--- config.mk ---
export PLATFORM = sky130hd
export DESIGN_NAME = odw_decoder
export DESIGN_NICKNAME = d
export VERILOG_FILES = /design/src/core/odw_pkg.sv /design/src/core/odw_sync.sv /design/src/core/odw_decoder.sv
export SDC_FILE = /design/constraint.sdc
export NUM_CORES = 1
export LEC_CHECK = 0
export CAP_MARGIN = 20
export CORE_MARGIN = 1
export CORE_UTILIZATION = 53
export DETAILED_ROUTE_END_ITERATION = 8
export DONT_BUFFER_PORTS = 1
export GPL_TIMING_DRIVEN = 0
export PLACE_DENSITY_LB_ADDON = 0.2
export SETUP_SLACK_MARGIN = 0.15
export SYNTH_ARGS = -nofsm -noshare
export SYNTH_HDL_FRONTEND = slang
export SYNTH_SLANG_ARGS = --single-unit
--- constraint.sdc ---
create_clock -name core_clk -period 10.64 [get_ports core_clk]
set_input_delay 1.596 -clock core_clk [delete_from_list [all_inputs] [get_ports core_clk]]
set_output_delay 1.596 -clock core_clk [all_outputs]
set_load 0.02 [all_outputs]
--- src/core/odw_pkg.sv ---
package odw_pkg;

  // ----------------------------------------------------------------
  // Frame layout
  // ----------------------------------------------------------------
  localparam int          FRAME_W    = 32;
  localparam int          CODE_HI    = 19;
  localparam int          CODE_W_DEF = 16;
  localparam int          NUM_CH     = 8;
  localparam logic [5:0]  BIT_LAST   = 6'h1F;
  localparam logic [5:0]  BIT_ZERO   = 6'h00;
  localparam logic [5:0]  BIT_ONE    = 6'h01;

  typedef struct packed {
    logic       zero_bit;
    logic [2:0] dont_care;
    logic [3:0] command;
    logic [3:0] channel_address;
    logic [15:0] code_field;
    logic [3:0] feature;
  } odw_frame_t;

  typedef struct packed {
    logic sclk;
    logic sync_n;
    logic sdin;
  } odw_pins_t;

  // ----------------------------------------------------------------
  // Commands and addresses
  // ----------------------------------------------------------------
  localparam logic [3:0]  CMD_UPD_ONE    = 4'h1;
  localparam logic [3:0]  CMD_WR_UPD_ALL = 4'h2;
  localparam logic [3:0]  CMD_WR_UPD_ONE = 4'h3;
  localparam logic [3:0]  ADDR_BCAST     = 4'hF;
  localparam int          ADDR_TOP_BIT   = 3;

  // ----------------------------------------------------------------
  // Register port map
  // ----------------------------------------------------------------
  localparam int          BUS_AW        = 5;
  localparam int          BUS_DW        = 16;
  localparam logic [1:0]  BANK_INPUT    = 2'h0;
  localparam logic [1:0]  BANK_DAC      = 2'h1;
  localparam logic [4:0]  OFS_CTRL      = 5'h10;
  localparam logic [4:0]  OFS_STAT      = 5'h11;
  localparam int          CTRL_EN_BIT   = 0;
  localparam logic [0:0]  CTRL_RST      = 1'h1;
  localparam int          STAT_BAD_BIT  = 0;
  localparam int          STAT_SHORT_BIT = 1;
  localparam logic [1:0]  STAT_RST      = 2'h0;
  localparam logic [15:0] RDATA_ZERO    = 16'h0000;

  typedef enum logic [3:0] {
    ST_IDLE  = 4'h1,
    ST_SHIFT = 4'h2,
    ST_EXEC  = 4'h4,
    ST_HOLD  = 4'h8
  } odw_state_t;

endpackage : odw_pkg

--- src/core/odw_sync.sv ---
`timescale 1ns/1ps
module odw_sync #(
  parameter int W = 3
) (
  input  wire logic         core_clk,
  input  wire logic         rst,
  input  wire logic [W-1:0] d_in,
  output logic      [W-1:0] q_out
);

  logic [W-1:0] s1_r;
  logic [W-1:0] s2_r;
  logic [W-1:0] s3_r;
  logic [W-1:0] q_r;
  logic [W-1:0] agree_w;
  logic [W-1:0] q_nxt;

  // A bit moves only once the second and third stage agree
  assign agree_w = ~(s2_r ^ s3_r);
  assign q_nxt   = (s2_r & agree_w) | (q_r & ~agree_w);
  assign q_out   = q_r;

  always_ff @(posedge core_clk or posedge rst) begin
    if (rst) begin
      s1_r <= '0;
      s2_r <= '0;
      s3_r <= '0;
      q_r  <= '0;
    end else begin
      s1_r <= d_in;
      s2_r <= s1_r;
      s3_r <= s2_r;
      q_r  <= q_nxt;
    end
  end

endmodule : odw_sync

--- src/core/odw_decoder.sv ---
// Design decisions made here: the register addresses and the plain strobed port.
`timescale 1ns/1ps
module odw_decoder
  import odw_pkg::*;
#(
  parameter int CODE_W = odw_pkg::CODE_W_DEF
) (
  input  wire logic                                          core_clk,
  input  wire logic                                          rst,
  input  wire odw_pkg::odw_pins_t                            serial_pins,
  input  wire logic [odw_pkg::BUS_AW-1:0]                    bus_addr,
  input  wire logic [odw_pkg::BUS_DW-1:0]                    bus_wdata,
  input  wire logic                                          bus_wr,
  input  wire logic                                          bus_rd,
  output logic      [odw_pkg::BUS_DW-1:0]                    bus_rdata,
  output logic      [odw_pkg::NUM_CH-1:0][CODE_W-1:0]        dac_code,
  output logic      [odw_pkg::NUM_CH-1:0]                    dac_load_pulse
);
  import odw_pkg::*;

  // ----------------------------------------------------------------
  // Pin capture
  // ----------------------------------------------------------------
  odw_pins_t pins_q;
  odw_pins_t pins_prev_r;

  odw_sync #(.W(3)) u_sync (
    .core_clk (core_clk),
    .rst      (rst),
    .d_in     (serial_pins),
    .q_out    (pins_q)
  );

  logic sync_fall_w;
  logic sync_rise_w;
  logic sclk_fall_w;

  assign sync_fall_w = pins_prev_r.sync_n & ~pins_q.sync_n;
  assign sync_rise_w = ~pins_prev_r.sync_n & pins_q.sync_n;
  // Data is taken on the falling serial clock, as the host shifts on the rising one
  assign sclk_fall_w = pins_prev_r.sclk & ~pins_q.sclk;

  // ----------------------------------------------------------------
  // Frame sequencer
  // ----------------------------------------------------------------
  odw_state_t           state_r;
  odw_state_t           state_nxt;
  logic [FRAME_W-1:0]   shift_r;
  logic [5:0]           bit_cnt_r;
  logic                 shift_en_w;
  logic                 last_bit_w;

  assign shift_en_w = (state_r == ST_SHIFT) & sclk_fall_w & ~sync_rise_w;
  assign last_bit_w = shift_en_w & (bit_cnt_r == BIT_LAST);

  always_comb begin
    state_nxt = state_r;
    case (state_r)
      ST_IDLE:  state_nxt = sync_fall_w ? ST_SHIFT : ST_IDLE;
      ST_SHIFT: begin
        if (sync_rise_w) begin
          state_nxt = ST_IDLE;
        end else if (last_bit_w) begin
          state_nxt = ST_EXEC;
        end
      end
      ST_EXEC:  state_nxt = pins_q.sync_n ? ST_IDLE : ST_HOLD;
      ST_HOLD:  state_nxt = pins_q.sync_n ? ST_IDLE : ST_HOLD;
      default:  state_nxt = ST_IDLE;
    endcase
  end

  always_ff @(posedge core_clk or posedge rst) begin
    if (rst) begin
      state_r     <= ST_IDLE;
      shift_r     <= '0;
      bit_cnt_r   <= BIT_ZERO;
      pins_prev_r <= '0;
    end else begin
      state_r     <= state_nxt;
      pins_prev_r <= pins_q;
      if (sync_fall_w && state_r == ST_IDLE) begin
        bit_cnt_r <= BIT_ZERO;
      end else if (shift_en_w) begin
        bit_cnt_r <= bit_cnt_r + BIT_ONE;
      end
      if (shift_en_w) begin
        shift_r <= {shift_r[FRAME_W-2:0], pins_q.sdin};
      end
    end
  end

  // ----------------------------------------------------------------
  // Command decode
  // ----------------------------------------------------------------
  odw_frame_t          frame_w;
  logic [CODE_W-1:0]   code_w;
  logic [2:0]          ch_idx_w;
  logic                exec_w;
  logic                is_wr_all_w;
  logic                is_wr_one_w;
  logic                is_upd_w;
  logic                addr_single_w;
  logic                addr_bcast_w;
  logic                addr_bad_w;
  logic [NUM_CH-1:0]   ch_onehot_w;
  logic [NUM_CH-1:0]   wr_mask_w;
  logic [NUM_CH-1:0]   upd_mask_w;
  logic [0:0]          ctrl_r;

  // Top bit, don't-care bits and feature bits carry nothing for these commands
  assign frame_w       = odw_frame_t'(shift_r);
  assign code_w        = frame_w.code_field[15 -: CODE_W];
  assign ch_idx_w      = frame_w.channel_address[2:0];
  assign exec_w        = (state_r == ST_EXEC) & ctrl_r[CTRL_EN_BIT];
  assign is_wr_all_w   = frame_w.command == CMD_WR_UPD_ALL;
  assign is_wr_one_w   = frame_w.command == CMD_WR_UPD_ONE;
  assign is_upd_w      = frame_w.command == CMD_UPD_ONE;
  assign addr_bcast_w  = frame_w.channel_address == ADDR_BCAST;
  assign addr_single_w = ~frame_w.channel_address[ADDR_TOP_BIT];
  assign addr_bad_w    = ~addr_single_w & ~addr_bcast_w;
  assign ch_onehot_w   = NUM_CH'(1) << ch_idx_w;

  // Invalid addresses fall through both masks and leave all input and DAC registers alone
  assign wr_mask_w  = ~exec_w ? '0 :
                      ((is_wr_all_w | is_wr_one_w) & addr_bcast_w) ? '1 :
                      ((is_wr_all_w | is_wr_one_w) & addr_single_w) ? ch_onehot_w : '0;
  assign upd_mask_w = ~exec_w ? '0 :
                      ((is_wr_all_w | is_wr_one_w | is_upd_w) & addr_bcast_w) ? '1 :
                      (is_wr_all_w & addr_single_w) ? '1 :
                      ((is_wr_one_w | is_upd_w) & addr_single_w) ? ch_onehot_w : '0;

  // ----------------------------------------------------------------
  // Input and DAC registers
  // ----------------------------------------------------------------
  logic [NUM_CH-1:0][CODE_W-1:0] inp_r;
  logic [NUM_CH-1:0][CODE_W-1:0] dac_r;
  logic [NUM_CH-1:0]             load_r;

  for (genvar i = 0; i < NUM_CH; i++) begin : g_ch
    logic [CODE_W-1:0] inp_nxt;
    logic [CODE_W-1:0] dac_nxt;
    // New data bypasses the input stage so write and update land in the same edge
    assign inp_nxt = wr_mask_w[i] ? code_w : inp_r[i];
    assign dac_nxt = upd_mask_w[i] ? inp_nxt : dac_r[i];

    always_ff @(posedge core_clk or posedge rst) begin
      if (rst) begin
        inp_r[i] <= '0;
        dac_r[i] <= '0;
      end else begin
        inp_r[i] <= inp_nxt;
        dac_r[i] <= dac_nxt;
      end
    end
  end

  always_ff @(posedge core_clk or posedge rst) begin
    if (rst) begin
      load_r <= '0;
    end else begin
      load_r <= upd_mask_w;
    end
  end

  assign dac_code       = dac_r;
  assign dac_load_pulse = load_r;

  // ----------------------------------------------------------------
  // Register port
  // ----------------------------------------------------------------
  logic [1:0]        stat_r;
  logic [1:0]        stat_set_w;
  logic [1:0]        stat_clr_w;
  logic [BUS_DW-1:0] rdata_r;
  logic [BUS_DW-1:0] rd_mux_w;
  logic [BUS_DW-1:0] rd_inp_w;
  logic [BUS_DW-1:0] rd_dac_w;
  logic              wr_ctrl_w;

  assign stat_set_w[STAT_BAD_BIT]   = exec_w & addr_bad_w & (is_wr_all_w | is_wr_one_w | is_upd_w);
  assign stat_set_w[STAT_SHORT_BIT] = (state_r == ST_SHIFT) & sync_rise_w;
  assign stat_clr_w = (bus_wr && bus_addr == OFS_STAT) ? bus_wdata[1:0] : 2'h0;
  assign wr_ctrl_w  = bus_wr && bus_addr == OFS_CTRL;
  assign rd_inp_w   = BUS_DW'(inp_r[bus_addr[2:0]]);
  assign rd_dac_w   = BUS_DW'(dac_r[bus_addr[2:0]]);
  assign rd_mux_w   = ~bus_rd ? RDATA_ZERO :
                      (bus_addr[4:3] == BANK_INPUT) ? rd_inp_w :
                      (bus_addr[4:3] == BANK_DAC) ? rd_dac_w :
                      (bus_addr == OFS_CTRL) ? BUS_DW'(ctrl_r) :
                      (bus_addr == OFS_STAT) ? BUS_DW'(stat_r) : RDATA_ZERO;
  assign bus_rdata  = rdata_r;

  always_ff @(posedge core_clk or posedge rst) begin
    if (rst) begin
      ctrl_r  <= CTRL_RST;
      stat_r  <= STAT_RST;
      rdata_r <= RDATA_ZERO;
    end else begin
      rdata_r <= rd_mux_w;
      // A new event outranks a clear in the same cycle
      stat_r  <= (stat_r & ~stat_clr_w) | stat_set_w;
      if (wr_ctrl_w) begin
        ctrl_r <= bus_wdata[0:0];
      end
    end
  end
endmodule : odw_decoder

## Word-level counts from Yosys, hierarchy flattened

Index checks and enable logic that the tools add are counted.

- Output and inout port bits: 152
- Bits of input ports: 28
- Bits in registers: 335

- Shift-type cells: 1
- Equal/unequal tests: 13
- Add/subtract/negate cells: 1
- Mux-type cells: 32
- Reduce and logical (&&, ||, !) cells: 6
- Order comparisons: 1
- Bitwise logic cells: 34

Operator list:

| operator | count |
|---|---|
| two-way mux 16 bit | 13 |
| binary-select mux 16 bit (select 3 bit) | 2 |
| two-way mux 8 bit | 7 |
| bitwise AND 1 bit | 16 |
| == test 4 x 2 -> 1 bit, second input constant | 3 |
| two-way mux 4 bit | 3 |
| two-way mux 6 bit | 2 |
| case mux 4 bit (3 select lines) | 1 |
| == test 5 bit, second input constant | 2 |
| == test 4 x 1 -> 1 bit, second input constant | 2 |
| == test 4 bit, second input constant | 2 |
| two-way mux 2 bit | 4 |
| << shifter 1 x 3 -> 8 bit, first input constant | 1 |
| adder 6 x 1 -> 6 bit, second input constant | 1 |
| bitwise AND 3 bit | 2 |
| == test 6 x 5 -> 1 bit, second input constant | 1 |
| inverter 1 bit | 6 |
| inverter 3 bit | 2 |
| == test 4 x 3 -> 1 bit, second input constant | 1 |
| less-than comparator 3 x 4 -> 1 bit, second input constant | 1 |
| logical AND 1 bit | 3 |
| != test 3 bit, second input constant | 1 |
| bitwise OR 1 bit | 3 |
| bitwise OR 3 bit | 1 |
| 8 further kinds | 8 |

## Depth between registers and ports, before layout

- Depth in word-level cells: 8
- Gate-level depth with buffers: 7

## Modules after synthesis

From an unflattened synthesis, not the netlist that was laid out.

- Cells, all modules: 1068
- Area total of the unflattened synthesis: 15290.9 sq um

Modules (own cells, without submodules):

| module | cells an instance | times used | area an instance (sq um) |
|---|---|---|---|
| odw_decoder | 1052 | 1 | 14953.1 |
| odw_sync | 16 | 1 | 337.8 |

## Worst setup path after synthesis

OpenSTA, ideal clock, no wires.

- Path kind: input to register
- From: in bus_addr[0] (netlist bit)
- To: reg rdata_r[15], in the netlist bus_rdata[15]
- Path slack: 7282 ps
- Arrival: 3221 ps
- Cell stages on the path: 7
- Cell sequence: buf_2 -> buf_2 -> buf_2 -> mux4_2 -> mux2_2 -> nand2_1 -> o21ai_0

- Longest elaborated chain between the ends: 5
- Elaborated cells on any way between the ends: 7

Ends and longest elaborated chain:

| element | line | text |
|---|---|---|
| start: declaration | odw_decoder.sv:11 | `input wire logic [odw_pkg::BUS_AW-1:0] bus_addr,` |
| binary-select mux 16 bit (select 3 bit) | odw_decoder.sv:186 | `assign rd_dac_w = BUS_DW'(dac_r[bus_addr[2:0]]);` |
| two-way mux 16 bit (not written as such) | odw_decoder.sv:186 |  |
| two-way mux 16 bit | odw_decoder.sv:189 | `(bus_addr[4:3] == BANK_DAC) ? rd_dac_w :` |
| two-way mux 16 bit * | odw_decoder.sv:188 | `(bus_addr[4:3] == BANK_INPUT) ? rd_inp_w :` |
| two-way mux 16 bit * | odw_decoder.sv:187 | `assign rd_mux_w = ~bus_rd ? RDATA_ZERO :` |
| named net rd_mux_w[15] | odw_decoder.sv:176 | `logic [BUS_DW-1:0] rd_mux_w;` |
| end signal: assignment | odw_decoder.sv:200 | `rdata_r <= rd_mux_w;` |
| end: declaration | odw_decoder.sv:175 | `logic [BUS_DW-1:0] rdata_r;` |

The timed path passes the listed nets; every way through them passes the cells marked *. The select of a mux whose other input is x is not followed.
A chain may end at the register's enable or synchronous reset.

## Final worst setup path

- From: in bus_addr[2] (netlist bit)
- To: reg rdata_r[9], in the netlist bus_rdata[9]

Same word-level chain as after synthesis.

==> results.yml <==
synth:
  syn_avg_cell_area_um2: 14.2
  synth-warning-count: 0
  yosysSeqAreaShare: 0.510
  synth_commonest_cells: "mux2_2 (335), dfrtp_1 (333), mux2_1 (72), mux2i_1 (50)"
  async_flop_share: 1.00
  syn_inst: 1158
  synth_nets: 1187
  synthTopCellsByArea: "dfrtp_1 (51%), mux2_2 (23%), mux4_2 (5.2%)"
  synth-edff-count: 0
  synth_area_mm2: 0.0164
  synth_top_area_frac: 0.507
  ys.flop_type: "dfrtp_1"
  synth.distinct_cells: 60
  synth.most_common_cell: "mux2_2"
  synth_seq_cells: 335
  synth_top_area_cell: "dfrtp_1"
timing:
  hold_violations: 0
  tightest_slew_ps: 1090
  fin_crit_sh: 0.366
  fin_ws_ps: 6740
  setup_viol: 0
  fin_setup_tns_ps: 0
  relSlewSlack: 0.277
  period_needed_ps: 3900
  skew_ps: 15.3
  holdWs_ps: 347
  grt_setup_unrepaired: "false"
  fmax_mhz: 256
  drv_slew: 0
global_routing:
  grt_pass1_wl_um: 70600
  overflow: 0
  antenna_found_initial: 0
  grt_start_max_net_pins: 43
  grt_pass1_vias: 10800
  grt_util_all_layers: 0.310
cts:
  clock_latency_ps: 530
  cts_buffers: 38
  postCtsSetupRepairBufs: 0
  clk_pin_slew_ps: 60
  clockRootBuffer: "clkbuf_16"
  hold_buffers: 0
  post_cts_resized: 0
  cts.sinks: 335
  cts_tree: "built"
  clockBufferDepth: 3
  htree_num_levels: 2
die:
  fp.dieW_um: 178
  start_util: 0.537
  io_pins: 180
  die_h_um: 178
  coreArea_mm2: 0.0306
  die_area_mm2: 0.0317
  row_count: 64
cells_and_area:
  final_util: 0.603
  layout.nets: 1237
  drive_above_1_share: 0.428
  synthToLayoutAreaGrowth_pct: 12.1
  antenna_cells: 0
detailed_routing:
  drt-total-wl_um: 47600
  initialDrtViolationCount: 868
  vias_per_cell: 6.23
  wire_per_inst_um: 29.2
  ant_nets: 0
  drc_errors: 0
  vias: 10200
  drtPass1Iterations: 5
critical_path:
  setup.worst_path.start_class: "primary input"
  crit_fanout: 10
  critPathLaunch: "bus_addr[2]"
  arrival_ps: 4260
  cp.required_ps: 11000
  worstSetupPathType: "in2reg"
  end_kind: "register"
  r2r_start: "frame_w[26]"
place:
  routabilityCongestion: 0.855
  dp_hpwl_um: 31700
  port_buffers: 0
  place_ws_ps: 6360
power_and_ir_drop:
  power_density_mw_per_mm2: 150
  p_leak_nw: 9.02
  vdd_drop_max_mv: 0.124
flow_run:
  cap_violations: 0
worst_hold_path:
  hold_class: "reg2reg"
  hold_start: "u_sync.s1_r[0]"
run_status:
  status: "finished clean"
through the flow:
stage                     cell area (um^2)  cells  total power, mW
after floorplan                      16400   1158             1.38
after global placement               16900   1554             1.42
after detailed placement             17100   1564             1.42
after CTS                            18400   1631             2.78
after global routing                 18400   1631             2.84
final                                18400   1631             2.76
registers in the layout, indices dropped and copies added (netlist names), 3 cells and up, named ones only:
register,flops
dac_code,128
frame_w,28
bus_rdata,16
u_sync.s1_r,3
dac_load_pulse,8
bit_cnt_r,6
u_sync.s3_r,3
inp_r,128
state_r,4
u_sync.s2_r,3
worst max-delay path, stage by stage:
cell,delay [ps]
clkbuf_1,450
clkbuf_1,770
clkbuf_1,810
o21ai_0,200
o21ai_0,420
final timing paths:
| check | end | slack (ps) | depth (start not counted) |
|---|---|---|---|
| worst max register to register | inp_r[74] | 7810 | 6 |
| worst min register to register | u_sync.s2_r[0] | 350 | 0 |
| min in group asynchronous | frame_w[18] | 940 | 1 |
| worst max-delay path | bus_rdata[9] | 6740 | 5 |
| worst min-delay path | u_sync.s2_r[0] | 350 | 0 |
| max in group asynchronous | inp_r[118] | 8680 | 4 |
placed cells by master (no fill, tap or decap), types with 11 or more instances in the layout:
cell type and instances:
a211oi_1 15, a21oi_1 17, buf_2 26, buf_6 11, clkbuf_1 44, clkbuf_16 39
dfrtp_1 333, mux2_1 72, mux2_2 335, mux2i_1 50, mux4_2 38, nand2_1 28
nand3_1 12, nor2_1 28, nor3_1 11, o21ai_0 38
area by class of cell:
type | instances | area [um^2]
Clock inverter | 11 | 168
Multi-Input combinational cell | 733 | 7560
Sequential cell | 335 | 8390
Clock buffer | 56 | 1130
Buffer | 87 | 479
Tap cell | 396 | 495
Timing Repair Buffer | 10 | 200
Fill cell | 2371 | 12200
Inverter | 3 | 15.0
power breakdown:
part | total, mW | switching [mW] | internal (mW)
registers | 1.29 | 0.00925 | 1.29
logic | 0.106 | 0.0738 | 0.0318
clock network | 1.36 | 0.530 | 0.833
per-layer routing:
metal | routed length (um) | track usage | vias to the layer above
met3 | 3650 | 0.0774 | 105
met5 | 0 | 0 | -
li1 | - | - | 4366
met2 | 22300 | 0.486 | 367
met4 | 1820 | 0.124 | 0
met1 | 19800 | 0.414 | 5320
logic make-up (layout without fill, tap and decap cells):
| family | count (synthesis) | in the layout | synth area share |
|---|---|---|---|
| and+or+nand+nor | 129 | 129 | 0.0450 |
| muxes | 505 | 505 | 0.370 |
| adders and majority gates | 4 | 4 | 0.00259 |
| buffers and inverters | 90 | 167 | 0.0298 |
| DFF | 335 | 335 | 0.510 |
| AOI/OAI and AO/OA | 88 | 88 | 0.0382 |
| xor gates and xnor gates | 7 | 7 | 0.00373 |
Note: power is estimated with default switching activity, not from simulation.
